**src/hw/fsp_pkg.sv**
```systemverilog
/*
 Package for the host-side flash secure-region and protection controller.
 Holds register offsets, field positions, command codes, timing counts and
 the group decode function. Assumes an APB slave and a parallel NOR flash
 driven with ordinary bus cycles.
*/
// Contract
// - Host locks the region by enter sequence then protect procedure, reset high or elevated.
// - Host issues the exit sequence before touching the rest of the array.
// - Group protect and unprotect need the elevated level on reset, ordinary bus cycles.
// - Host protects all unprotected groups before the first group-unprotect write.
package fsp_pkg;
   // ---------------------------------------------------------------
   // Register map
   // ---------------------------------------------------------------
   localparam logic [7:0] FSP_CTRL_OFS = 8'h00;
   localparam logic [7:0] FSP_ADDR_OFS = 8'h04;
   localparam logic [7:0] FSP_WDATA_OFS = 8'h08;
   localparam logic [7:0] FSP_RDATA_OFS = 8'h0c;
   localparam logic [7:0] FSP_STAT_OFS = 8'h10;
   localparam logic [7:0] FSP_GRP_OFS = 8'h14;
   // CTRL fields: [2:0] command, [3] write-protect pin drive, [4] elevated reset
   localparam int FSP_CMD_LSB = 0;
   localparam int FSP_WP_BIT = 3;
   localparam int FSP_HV_BIT = 4;
   localparam int FSP_LOCKIND_BIT = 7;
   // Commands
   localparam logic [2:0] FSP_CMD_NONE = 3'h0;
   localparam logic [2:0] FSP_CMD_READ = 3'h1;
   localparam logic [2:0] FSP_CMD_WRITE = 3'h2;
   localparam logic [2:0] FSP_CMD_ENTER = 3'h3;
   localparam logic [2:0] FSP_CMD_EXIT = 3'h4;
   localparam logic [2:0] FSP_CMD_RESET = 3'h5;
   // Flash unlock cycles
   localparam logic [22:0] FSP_UNL_A1 = 23'h000555;
   localparam logic [22:0] FSP_UNL_A2 = 23'h0002aa;
   localparam logic [15:0] FSP_UNL_D1 = 16'h00aa;
   localparam logic [15:0] FSP_UNL_D2 = 16'h0055;
   localparam logic [15:0] FSP_ENTER_D = 16'h0088;
   localparam logic [15:0] FSP_EXIT_D = 16'h0090;
   localparam logic [15:0] FSP_EXIT2_D = 16'h0000;
   // Secure region geometry
   localparam int FSP_SEC_BYTES = 256;
   localparam logic [22:0] FSP_SERIAL_LAST = 23'h000007;
   localparam logic [22:0] FSP_SEC_LAST = 23'h00007f;
   localparam logic [7:0] FSP_LAST_GRP = 8'hff;
   // ---------------------------------------------------------------
   // Timing
   // ---------------------------------------------------------------
   localparam int FSP_CLK_MHZ = 20;
   localparam int FSP_TACC_NS = 105;
   localparam int FSP_TACC_CYC = (FSP_TACC_NS * FSP_CLK_MHZ + 999) / 1000;
   localparam int FSP_TRST_NS = 500;
   localparam int FSP_TRST_CYC = (FSP_TRST_NS * FSP_CLK_MHZ + 999) / 1000;

   // Group index of an address: single end sectors, four-sector middle groups
   function automatic logic [7:0] fsp_group(input logic [7:0] hi);
      if (hi[7:2] == 6'h00 || hi[7:2] == 6'h3f) begin
         fsp_group = hi;
      end else begin
         fsp_group = {hi[7:2], 2'b00};
      end
   endfunction : fsp_group
endpackage : fsp_pkg

```
**src/hw/fsp_grp_mem.sv**
```systemverilog
/*
 Small group-status memory: one bit per sector group, registered read.
 Assumes a single clock and an asynchronous active-low reset.
*/
`timescale 1ns/10ps
module fsp_grp_mem #(
   parameter int DEPTH = 256
) (
   input wire logic pclk,
   input wire logic presetn,
   input wire logic we,
   input wire logic [7:0] waddr,
   input wire logic wbit,
   input wire logic [7:0] raddr,
   output logic rbit
);
   logic [DEPTH-1:0] mem_q;

   always_ff @(posedge pclk or negedge presetn) begin
      if (!presetn) begin
         mem_q <= '0;
      end else if (we) begin
         mem_q[waddr] <= wbit;
      end
   end

   always_ff @(posedge pclk or negedge presetn) begin
      if (!presetn) begin
         rbit <= 1'b0;
      end else begin
         rbit <= mem_q[raddr];
      end
   end
endmodule : fsp_grp_mem

```
**src/hw/fsp_host.sv**
```systemverilog
/*
 Host controller for a parallel NOR flash: runs read and write bus cycles,
 enter/exit secure-region sequences and hardware reset on orders from APB.
 Tracks secure-region mode and a software-kept shadow of group protection.
 Assumes the flash is asynchronous and meets a fixed access time.
*/
`timescale 1ns/10ps
module fsp_host
   import fsp_pkg::*;
#(
   parameter int ACC_CYC = FSP_TACC_CYC,
   parameter int RST_CYC = FSP_TRST_CYC
) (
   input wire logic pclk,
   input wire logic presetn,
   input wire logic psel,
   input wire logic penable,
   input wire logic pwrite,
   input wire logic [7:0] paddr,
   input wire logic [31:0] pwdata,
   output logic [31:0] prdata,
   output logic pready,
   output logic pslverr,
   output logic [22:0] fl_addr,
   input wire logic [15:0] fl_dq_i,
   output logic [15:0] fl_dq_o,
   output logic fl_dq_oe,
   output logic fl_ce_n,
   output logic fl_oe_n,
   output logic fl_we_n,
   output logic fl_reset_n,
   output logic fl_reset_hv,
   output logic protect_accel_pin
);
   import fsp_pkg::*;

   typedef enum logic [2:0] {ST_IDLE, ST_SETUP, ST_STROBE, ST_HOLD, ST_RST} fsp_st_t;

   fsp_st_t st_q;
   logic [22:0] addr_q;
   logic [15:0] wdata_q;
   logic [15:0] rdata_q;
   logic wp_q;
   logic hv_q;
   logic busy_q;
   logic secure_q;
   logic lockind_q;
   logic err_q;
   logic [2:0] cmd_q;
   logic [1:0] step_q;
   logic [7:0] cnt_q;
   logic is_wr_q;
   logic [7:0] grp_idx_q;
   logic grp_rbit;
   logic grp_we;
   logic [22:0] cyc_addr;
   logic [15:0] cyc_data;
   logic [1:0] last_step;
   logic blocked;
   logic wr_acc;
   logic rd_acc;

   assign wr_acc = psel && penable && pwrite;
   assign rd_acc = psel && penable && !pwrite;

   // ---------------------------------------------------------------
   // Write blocking: last sector under write-protect, secure region when locked
   // ---------------------------------------------------------------
   assign blocked = (!wp_q && fsp_group(addr_q[22:15]) == FSP_LAST_GRP)
      || (secure_q && lockind_q && addr_q <= FSP_SEC_LAST);
   assign grp_we = wr_acc && paddr == FSP_GRP_OFS && hv_q;

   always_comb begin
      cyc_addr = addr_q;
      cyc_data = wdata_q;
      last_step = 2'd0;
      case (cmd_q)
         FSP_CMD_ENTER, FSP_CMD_EXIT: begin
            // Three-cycle unlock; exit adds a fourth cycle
            last_step = (cmd_q == FSP_CMD_EXIT) ? 2'd3 : 2'd2;
            case (step_q)
               2'd0: begin
                  cyc_addr = FSP_UNL_A1;
                  cyc_data = FSP_UNL_D1;
               end
               2'd1: begin
                  cyc_addr = FSP_UNL_A2;
                  cyc_data = FSP_UNL_D2;
               end
               2'd2: begin
                  cyc_addr = FSP_UNL_A1;
                  cyc_data = (cmd_q == FSP_CMD_EXIT) ? FSP_EXIT_D : FSP_ENTER_D;
               end
               default: begin
                  cyc_addr = 23'h0;
                  cyc_data = FSP_EXIT2_D;
               end
            endcase
         end
         default: begin
            last_step = 2'd0;
         end
      endcase
   end

   // ---------------------------------------------------------------
   // Bus-cycle sequencer
   // ---------------------------------------------------------------
   always_ff @(posedge pclk or negedge presetn) begin
      if (!presetn) begin
         st_q <= ST_IDLE;
         busy_q <= 1'b0;
         cmd_q <= FSP_CMD_NONE;
         step_q <= 2'd0;
         cnt_q <= 8'h0;
         is_wr_q <= 1'b0;
         err_q <= 1'b0;
         fl_addr <= 23'h0;
         fl_dq_o <= 16'h0;
         fl_dq_oe <= 1'b0;
         fl_ce_n <= 1'b1;
         fl_oe_n <= 1'b1;
         fl_we_n <= 1'b1;
         fl_reset_n <= 1'b1;
         rdata_q <= 16'h0;
      end else begin
         case (st_q)
            ST_IDLE: begin
               if (wr_acc && paddr == FSP_CTRL_OFS && !busy_q) begin
                  cmd_q <= pwdata[FSP_CMD_LSB +: 3];
                  step_q <= 2'd0;
                  err_q <= 1'b0;
                  case (pwdata[FSP_CMD_LSB +: 3])
                     FSP_CMD_READ: begin
                        busy_q <= 1'b1;
                        is_wr_q <= 1'b0;
                        st_q <= ST_SETUP;
                     end
                     FSP_CMD_WRITE: begin
                        if (blocked) begin
                           err_q <= 1'b1;
                        end else begin
                           busy_q <= 1'b1;
                           is_wr_q <= 1'b1;
                           st_q <= ST_SETUP;
                        end
                     end
                     FSP_CMD_ENTER, FSP_CMD_EXIT: begin
                        busy_q <= 1'b1;
                        is_wr_q <= 1'b1;
                        st_q <= ST_SETUP;
                     end
                     FSP_CMD_RESET: begin
                        busy_q <= 1'b1;
                        cnt_q <= 8'h0;
                        fl_reset_n <= 1'b0;
                        st_q <= ST_RST;
                     end
                     default: begin
                        err_q <= 1'b1;
                     end
                  endcase
               end
            end
            ST_SETUP: begin
               fl_addr <= cyc_addr;
               fl_dq_o <= cyc_data;
               fl_dq_oe <= is_wr_q;
               fl_ce_n <= 1'b0;
               fl_oe_n <= is_wr_q;
               fl_we_n <= !is_wr_q;
               cnt_q <= 8'h0;
               st_q <= ST_STROBE;
            end
            ST_STROBE: begin
               cnt_q <= cnt_q + 8'h1;
               if (cnt_q >= 8'(ACC_CYC)) begin
                  if (!is_wr_q) begin
                     rdata_q <= fl_dq_i;
                  end
                  fl_we_n <= 1'b1;
                  fl_oe_n <= 1'b1;
                  st_q <= ST_HOLD;
               end
            end
            ST_HOLD: begin
               fl_ce_n <= 1'b1;
               fl_dq_oe <= 1'b0;
               if (step_q == last_step) begin
                  busy_q <= 1'b0;
                  st_q <= ST_IDLE;
               end else begin
                  step_q <= step_q + 2'd1;
                  st_q <= ST_SETUP;
               end
            end
            ST_RST: begin
               cnt_q <= cnt_q + 8'h1;
               if (cnt_q >= 8'(RST_CYC)) begin
                  fl_reset_n <= 1'b1;
                  busy_q <= 1'b0;
                  st_q <= ST_IDLE;
               end
            end
            default: begin
               st_q <= ST_IDLE;
            end
         endcase
      end
   end

   // Secure region mode follows the sequences actually sent to the flash
   always_ff @(posedge pclk or negedge presetn) begin
      if (!presetn) begin
         secure_q <= 1'b0;
      end else if (st_q == ST_HOLD && step_q == last_step) begin
         if (cmd_q == FSP_CMD_ENTER) begin
            secure_q <= 1'b1;
         end else if (cmd_q == FSP_CMD_EXIT) begin
            secure_q <= 1'b0;
         end
      end else if (st_q == ST_RST) begin
         secure_q <= 1'b0;
      end
   end

   // Lock indicator is captured from bit 7 of any read made while in secure region mode, whatever the address
   always_ff @(posedge pclk or negedge presetn) begin
      if (!presetn) begin
         lockind_q <= 1'b0;
      end else if (st_q == ST_HOLD && !is_wr_q && secure_q && cmd_q == FSP_CMD_READ) begin
         lockind_q <= rdata_q[FSP_LOCKIND_BIT];
      end
   end

   // ---------------------------------------------------------------
   // APB registers
   // ---------------------------------------------------------------
   always_ff @(posedge pclk or negedge presetn) begin
      if (!presetn) begin
         addr_q <= 23'h0;
         wdata_q <= 16'h0;
         wp_q <= 1'b1;
         hv_q <= 1'b0;
         grp_idx_q <= 8'h0;
      end else if (wr_acc) begin
         case (paddr)
            FSP_CTRL_OFS: begin
               wp_q <= pwdata[FSP_WP_BIT];
               hv_q <= pwdata[FSP_HV_BIT];
            end
            FSP_ADDR_OFS: begin
               if (!busy_q) begin
                  addr_q <= pwdata[22:0];
               end
            end
            FSP_WDATA_OFS: begin
               if (!busy_q) begin
                  wdata_q <= pwdata[15:0];
               end
            end
            FSP_GRP_OFS: begin
               grp_idx_q <= fsp_group(pwdata[15:8]);
            end
            default: begin
               grp_idx_q <= grp_idx_q;
            end
         endcase
      end
   end

   // Shadow map: pwdata[0] is the protect state of the group in pwdata[15:8]
   fsp_grp_mem #(.DEPTH(256)) u_grp (
      .pclk(pclk),
      .presetn(presetn),
      .we(grp_we),
      .waddr(fsp_group(pwdata[15:8])),
      .wbit(pwdata[0]),
      .raddr(grp_idx_q),
      .rbit(grp_rbit)
   );

   always_ff @(posedge pclk or negedge presetn) begin
      if (!presetn) begin
         fl_reset_hv <= 1'b0;
         protect_accel_pin <= 1'b1;
      end else begin
         fl_reset_hv <= hv_q;
         // Accelerated level is never driven: only logic high or low
         protect_accel_pin <= wp_q;
      end
   end

   always_ff @(posedge pclk or negedge presetn) begin
      if (!presetn) begin
         prdata <= 32'h0;
         pready <= 1'b0;
         pslverr <= 1'b0;
      end else begin
         pready <= psel && !penable;
         pslverr <= 1'b0;
         prdata <= 32'h0;
         if (psel && !penable && !pwrite) begin
            case (paddr)
               FSP_CTRL_OFS: prdata <= {27'h0, hv_q, wp_q, cmd_q};
               FSP_ADDR_OFS: prdata <= {9'h0, addr_q};
               FSP_WDATA_OFS: prdata <= {16'h0, wdata_q};
               FSP_RDATA_OFS: prdata <= {16'h0, rdata_q};
               FSP_STAT_OFS: prdata <= {27'h0, blocked, err_q, lockind_q, secure_q, busy_q};
               FSP_GRP_OFS: prdata <= {16'h0, grp_idx_q, 7'h0, grp_rbit};
               default: prdata <= 32'h0;
            endcase
         end
         if (psel && !penable && paddr > FSP_GRP_OFS) begin
            pslverr <= 1'b1;
         end
      end
   end
endmodule : fsp_host

```
**config.mk**
```make
export PLATFORM = sky130hd
export DESIGN_NAME = fsp_host
export DESIGN_NICKNAME = d
export VERILOG_FILES = /design/src/hw/fsp_pkg.sv /design/src/hw/fsp_grp_mem.sv /design/src/hw/fsp_host.sv
export SDC_FILE = /design/constraint.sdc
export NUM_CORES = 1
export LEC_CHECK = 0
export BUFFER_PORTS_ARGS = -buffer_cell sky130_fd_sc_hd__buf_2
export CORE_MARGIN = 3
export CORE_UTILIZATION = 50
export DETAILED_ROUTE_END_ITERATION = 8
export PLACE_DENSITY = 0.68
export SYNTH_ARGS = -nofsm -noshare
export SYNTH_HDL_FRONTEND = slang
export SYNTH_SLANG_ARGS = --single-unit
```
**constraint.sdc**
```tcl
create_clock -name pclk -period 2.6 [get_ports pclk]
set_input_delay 0.13 -clock pclk [delete_from_list [all_inputs] [get_ports pclk]]
set_output_delay 0.13 -clock pclk [all_outputs]
set_load 0.02 [all_outputs]
```
==> impl_metrics.env, run 1 <==
export IMPL_synthTopCellsByArea="dfrtp_1 (58%), mux2_2 (8.8%), mux4_2 (8.3%)"
export IMPL_combPwrFrac=0.034
export IMPL_p_int_uw=10230
export IMPL_wl_mm=40.32
export IMPL_synth_top_area_frac=0.5764
export IMPL_first_pass_iters=7
export IMPL_yosys_warnings=0
export IMPL_leakagePower_uw=0.009637
export IMPL_clkPwrFrac=0.470
export IMPL_p_per_area_nw_per_um2=643.9
export IMPL_finClkSkew_ps=24.40
export IMPL_dpl_hpwl_mm=27.15
export IMPL_yosys_area_share_simple=0.1017
export IMPL_cts_root_buf="clkbuf_16"
export IMPL_syn_area_um2=17710
export IMPL_drt_iter0_drc=688
export IMPL_rsz0062_at_grt="false"
export IMPL_fin_crit_sh=0.9459
export IMPL_drc_errors=0
export IMPL_grt_usage=0.2171
export IMPL_antenna_found_initial=0
export IMPL_outcome="finished, final reports clean"
export IMPL_relSlewSlack=0.3657
export IMPL_ant_nets=0
export IMPL_cts_tree="done"
export IMPL_synth_compound_area_frac=0.05856
export IMPL_critPathKind="flip-flop to flip-flop"
export IMPL_synth_xor_xnor_area_share=0.001978
export IMPL_end_kind="flip-flop"
export IMPL_worstMarginPinSlew_ps=951.5
export IMPL_dp_slack_ps=142.4
export IMPL_clk_pin_slew_ps=60
export IMPL_synth_edf_count=0
export IMPL_h_tree_depth=2
export IMPL_period_minus_slack_ps=2459
export IMPL_switching_share=0.2161
export IMPL_synth_seq_cells=414
export IMPL_fp_dieArea_um2=37720
export IMPL_num_io_pins=141
export IMPL_yosysSeqAreaShare=0.5853
export IMPL_via_per_inst=5.555
export IMPL_place_gp_congestion=0.8626
export IMPL_clock_latency_ps=570
export IMPL_yosysTopAreaCell="dfrtp_1"
export IMPL_die_height_um=194.2
export IMPL_worst_ep_required_time_ps=3020
export IMPL_grt_ovfl_total=0
export IMPL_synth_adder_area_share=0.004803
export IMPL_yosys_top_cells_count="dfrtp_1 (408), clkbuf_1 (241), nand2_1 (180)"
export IMPL_cts_buffer_depth=3
export IMPL_fin_setup_tns_ps=0
export IMPL_yosys_cell_types_count=64
export IMPL_cts_buffers=43
export IMPL_post_cts_setup_buffers=0
export IMPL_syn_area_per_cell_um2=12.15
export IMPL_grt_max_degree=78
export IMPL_nets=1530
export IMPL_drive_above_1_share=0.3304
export IMPL_max_freq_mhz=406.6
export IMPL_seqPwrFrac=0.496
export IMPL_vdd_ir_drop_max_uv=525.1
export IMPL_synth_async_reset_ratio=1.000
export IMPL_maxCapViolations=0
export IMPL_synth_top_family_by_area="multiplexers"
export IMPL_p_sw_uw=2821
export IMPL_grt_pass1_vias=11400
export IMPL_setup_viol=0
export IMPL_die_w_um=194.2
export IMPL_n_antenna_cell=0
export IMPL_critPathMaxStageDelay_ps=570
export IMPL_crit_slowest_cell="or4_1"
export IMPL_final_hold_viol_count=0
export IMPL_final_area_um2=20270
export IMPL_clock_sinks=414
export IMPL_critical_path_startpoint_type="flip-flop"
export IMPL_post_drt_wl_per_cell_um=20.71
export IMPL_row_count=68
export IMPL_synth_mux_area_frac=0.1822
export IMPL_setup_slack_ps=140.6
export IMPL_grt_first_pass_wirelength_mm=65.00
export IMPL_slew_violations=0
export IMPL_start_util=0.5103
export IMPL_synth_most_common_cell="dfrtp_1"
export IMPL_path_cells="buf_12 > mux4_2 > a22oi_1 > a21oi_1 > or4_1 > nand3b_1 > nand4_1"
export IMPL_cp_arrival_ps=2880
export IMPL_via_count=10820
export IMPL_cp_max_fo=18
export IMPL_areaGrowthSynthToFinish_pct=14.45
export IMPL_placed_cell_area_um2=18440
export IMPL_portBuffers=122
export IMPL_min_path_type="input port to flip-flop"
export IMPL_core_area_um2=34710
export IMPL_synthFlopType="dfrtp_1"
export IMPL_netlist_instances=1458
export IMPL_fin_total_pwr_uw=13050
==> logic make-up after synthesis <==
logic type / Yosys count
XOR/XNOR: 4
AND/OR/NAND/NOR: 361
buffers and inverters: 285
adder cells (fa/ha/maj): 7
other: 1
multiplexers: 221
AO/OA/AOI/OAI: 165
flip-flops: 414
==> path summary, 6_finish.rpt <==
check | start | to | depth (start not counted) | slack, ps
min in group asynchronous | presetn | fl_dq_o[4]$_DFFE_PN0P_ | 2 | 130
max reg2reg | grp_idx_q[0]$_DFFE_PN0P_ | u_grp.rbit$_DFF_PN0_ | 7 | 140
max | grp_idx_q[0]$_DFFE_PN0P_ | u_grp.rbit$_DFF_PN0_ | 7 | 140
max in group asynchronous | presetn | fl_dq_o[11]$_DFFE_PN0P_ | 3 | 1560
min reg2reg | u_grp.mem_q[82]$_DFFE_PN0P_ | u_grp.mem_q[82]$_DFFE_PN0P_ | 0 | 370
min | pwdata[14] | grp_idx_q[6]$_DFFE_PN0P_ | 4 | 20
==> per-layer routing <==
| layer | global-route usage | vias up | part of all wire |
|---|---|---|---|
| met2 | 0.3533 | 310 | 0.48 |
| met5 | 0 | - | 0 |
| met1 | 0.3037 | 5490 | 0.44 |
| met3 | 0.04066 | 77 | 0.047 |
| li1 | - | 4938 | - |
| met4 | 0.06037 | 0 | 0.026 |
==> stage by stage <==
| step | hold slack, ps | instances | util |
|---|---|---|---|
| after detailed placement | 165.7 | 1831 | 0.5312 |
| final | 22.75 | 1947 | 0.5840 |
| after CTS | 2.591 | 1947 | 0.5839 |
| after global routing | 23.34 | 1947 | 0.5840 |
| after floorplan | -165.6 | 1466 | - |
| after global placement | 163.1 | 1831 | 0.5312 |
==> cells in the final DEF (no fill, tap or decap), types with 9 or more instances in the layout <==
cell type	count
a21oi_1	40
dfrtp_1	406
nor2_1	33
nor3_2	13
nand2b_1	12
nor2b_1	11
nand4_1	9
inv_1	11
buf_12	11
mux2i_1	12
mux2_2	138
mux4_2	65
conb_1	9
and2_1	9
nand2_1	180
nand3_1	37
o21ai_0	55
nand3b_1	15
buf_2	121
a22o_1	18
clkbuf_16	44
a22oi_1	21
buf_4	50
dlygate4sd3_1	42
==> power groups by stage <==
stage	combinational (µW)	clock [µW]	sequential, µW
CTS	449	6280	6470
floorplan	136	0	6590
detailed placement	396	0	6590
finish	445	6130	6480
global placement	393	0	6590
global route	492	6560	6470
==> worst max-delay path: cells and delay by family (launching register included) <==
family	cells	cell delay, ps
AND/OR/NAND/NOR	3	780
buffers and inverters	1	200
flip-flops	1	480
multiplexers	1	520
AO/OA/AOI/OAI	2	330
==> what timing repair did <==
item	CTS	global route
resized for setup	0	1
hold buffers	42	0
endpoints found under the setup margin	0	1
hold endpoints to repair	126	0
==> final cells by class <==
cell class              instances  area, µm²
clock inverters                14      168.9
clock buffers                  60       1241
well taps                     455      569.3
inverters                      11      41.29
repair buffers                226       1648
flip-flops and latches        414      10370
multi-input cells             767       6232
fillers                      2718      14440
==> state kept, by name (all words and copies together) (netlist names), 2 cells and up <==
name	count
step_q	2
u_grp.mem_q	256
cnt_q	8
fl_addr	23
grp_idx_q	8
cmd_q	3
wdata_q	16
prdata	23
addr_q	23
st_q	3
rdata_q	16
fl_dq_o	16
(Power assumes the default switching activity.)
==> run 2, diff against run 1 <==
--- a/config.mk
+++ b/config.mk
@@ -7,9 +7,9 @@
 export LEC_CHECK = 0
 export BUFFER_PORTS_ARGS = -buffer_cell sky130_fd_sc_hd__buf_2
 export CORE_MARGIN = 3
-export CORE_UTILIZATION = 50
+export CORE_UTILIZATION = 60
 export DETAILED_ROUTE_END_ITERATION = 8
-export PLACE_DENSITY = 0.68
+export PLACE_DENSITY = 0.8
 export SYNTH_ARGS = -nofsm -noshare
 export SYNTH_HDL_FRONTEND = slang
 export SYNTH_SLANG_ARGS = --single-unit
==> impl_metrics.env, run 2 (synthesized netlist as in run 1, its figures left out) <==
export IMPL_drive_above_1_share=0.3320
export IMPL_outcome="finished, final reports clean"
export IMPL_cts_root_buf="clkbuf_16"
export IMPL_cp_arrival_ps=2820
export IMPL_worst_ep_required_time_ps=3000
export IMPL_clk_pin_slew_ps=60
export IMPL_setup_slack_ps=176.5
export IMPL_timing_hold_ws_ps=28.95
export IMPL_period_minus_slack_ps=2423
export IMPL_portBuffers=122
export IMPL_areaGrowthSynthToFinish_pct=13.90
export IMPL_drt_iter0_drc=1027
export IMPL_dpl_hpwl_mm=26.77
export IMPL_max_freq_mhz=412.6
export IMPL_grt_max_degree=79
export IMPL_first_pass_iters=5
export IMPL_post_cts_setup_buffers=0
export IMPL_clock_latency_ps=530
export IMPL_min_path_type="input port to flip-flop"
export IMPL_ant_nets=0
export IMPL_maxCapViolations=0
export IMPL_num_io_pins=141
export IMPL_largest_reg_flops=256
export IMPL_mostFrequentLayoutCell="dfrtp_1"
export IMPL_critPathKind="flip-flop to flip-flop"
export IMPL_die_w_um=177.8
export IMPL_relSlewSlack=0.5178
export IMPL_crit_slowest_cell="or4_1"
export IMPL_fin_setup_tns_ps=0
export IMPL_slew_violations=0
export IMPL_path_cells="buf_12 > mux4_2 > a22oi_1 > a21oi_1 > or4_1 > nand3b_1 > nand4_1"
export IMPL_critPathMaxStageDelay_ps=570
export IMPL_via_count=11120
export IMPL_vdd_ir_drop_max_uv=653.5
export IMPL_nets=1532
export IMPL_clock_sinks=414
export IMPL_finClkSkew_ps=11.81
export IMPL_grt_usage=0.2658
export IMPL_grt_first_pass_wirelength_mm=64.75
export IMPL_top_register="u_grp.mem_q"
export IMPL_cp_max_fo=16
export IMPL_path_delay_family="simple AND/OR/NAND/NOR gates"
export IMPL_grt_ovfl_total=0
export IMPL_start_util=0.6122
export IMPL_end_kind="flip-flop"
export IMPL_antenna_found_initial=0
export IMPL_n_antenna_cell=0
export IMPL_critical_path_startpoint_type="flip-flop"
export IMPL_p_per_area_nw_per_um2=640.0
export IMPL_wl_mm=40.76
export IMPL_worstMarginPinSlew_ps=723.3
export IMPL_final_cell_mix="dfrtp_1 (406), nand2_1 (180), mux2_2 (138)"
export IMPL_core_area_um2=28940
export IMPL_fp_dieArea_um2=31620
export IMPL_cts_buffers=42
export IMPL_leakagePower_uw=0.009655
export IMPL_fin_crit_sh=0.9321
export IMPL_drc_errors=0
export IMPL_fin_total_pwr_uw=12910
export IMPL_post_drt_wl_per_cell_um=21.70
export IMPL_dp_slack_ps=44.89
export IMPL_h_tree_depth=2
export IMPL_via_per_inst=5.922
export IMPL_grt_pass1_vias=11800
export IMPL_row_count=62
export IMPL_setup_viol=0
export IMPL_cts_buffer_depth=3
export IMPL_cts_tree="done"
export IMPL_final_hold_viol_count=0
export IMPL_die_height_um=177.8
export IMPL_path_buf_inv=1
export IMPL_place_gp_congestion=0.9196
export IMPL_fill_cells=1885
export IMPL_rsz0062_at_grt="false"
run 2: final timing paths:
path / start / to / slack, ps / depth (start not counted)
min in group asynchronous: presetn / st_q[0]$_DFFE_PN0P_ / 170 / 2
hold / removal: pwdata[12] / grp_idx_q[4]$_DFFE_PN0P_ / 30 / 3
setup reg to reg: grp_idx_q[0]$_DFFE_PN0P_ / u_grp.rbit$_DFF_PN0_ / 180 / 7
hold reg to reg: u_grp.mem_q[23]$_DFFE_PN0P_ / u_grp.mem_q[23]$_DFFE_PN0P_ / 370 / 0
max in group asynchronous: presetn / protect_accel_pin$_DFF_PN1_ / 1530 / 3
setup / recovery: grp_idx_q[0]$_DFFE_PN0P_ / u_grp.rbit$_DFF_PN0_ / 180 / 7
run 2: cell type report:
class | count | area, µm² | area share
clock buffers | 60 | 1220 | 0.06047
clock inverters | 13 | 146.4 | 0.007256
inverters | 11 | 41.29 | 0.002047
multi-input cells | 767 | 6238 | 0.3092
flip-flops and latches | 414 | 10370 | 0.5141
well taps | 384 | 480.5 | 0.02381
repair buffers | 229 | 1677 | 0.08310
run 2: repair_timing:
item	CTS	global route
hold buffers	41	0
endpoints found under the setup margin	0	1
resized for setup	0	2
endpoints found under the hold margin	123	0
run 2: where the power goes:
group	internal, µW	switching (µW)	leakage, µW	total, µW
logic	148	306	0.00331	453
clock network	3550	2430	0.000676	5980
registers	6460	13.3	0.00567	6470
total	10200	2750	0.00965	12900
run 2: per-layer routing:
layer	wire, µm	vias up	global-route usage
li1	-	4922	-
met3	2669	133	0.04172
met4	1768	0	0.1109
met5	0	-	0
met2	19800	488	0.4322
met1	16520	5579	0.3621
run 2: per-stage QoR:
stage,util,area [µm²],instances
6_report,0.6973,20180,1878
3_3_place_gp,0.6356,18390,1764
2_1_floorplan,-,17740,1466
4_1_cts,0.6971,20170,1878
3_5_place_dp,0.6356,18390,1764
5_1_grt,0.6973,20180,1878
run 2: worst reg2reg max path: stages, from the launching register on:
cell	delay, ps
dfrtp_4	480
buf_12	200
mux4_2	520
a22oi_1	240
a21oi_1	90
or4_1	570
nand3b_1	110
nand4_1	90
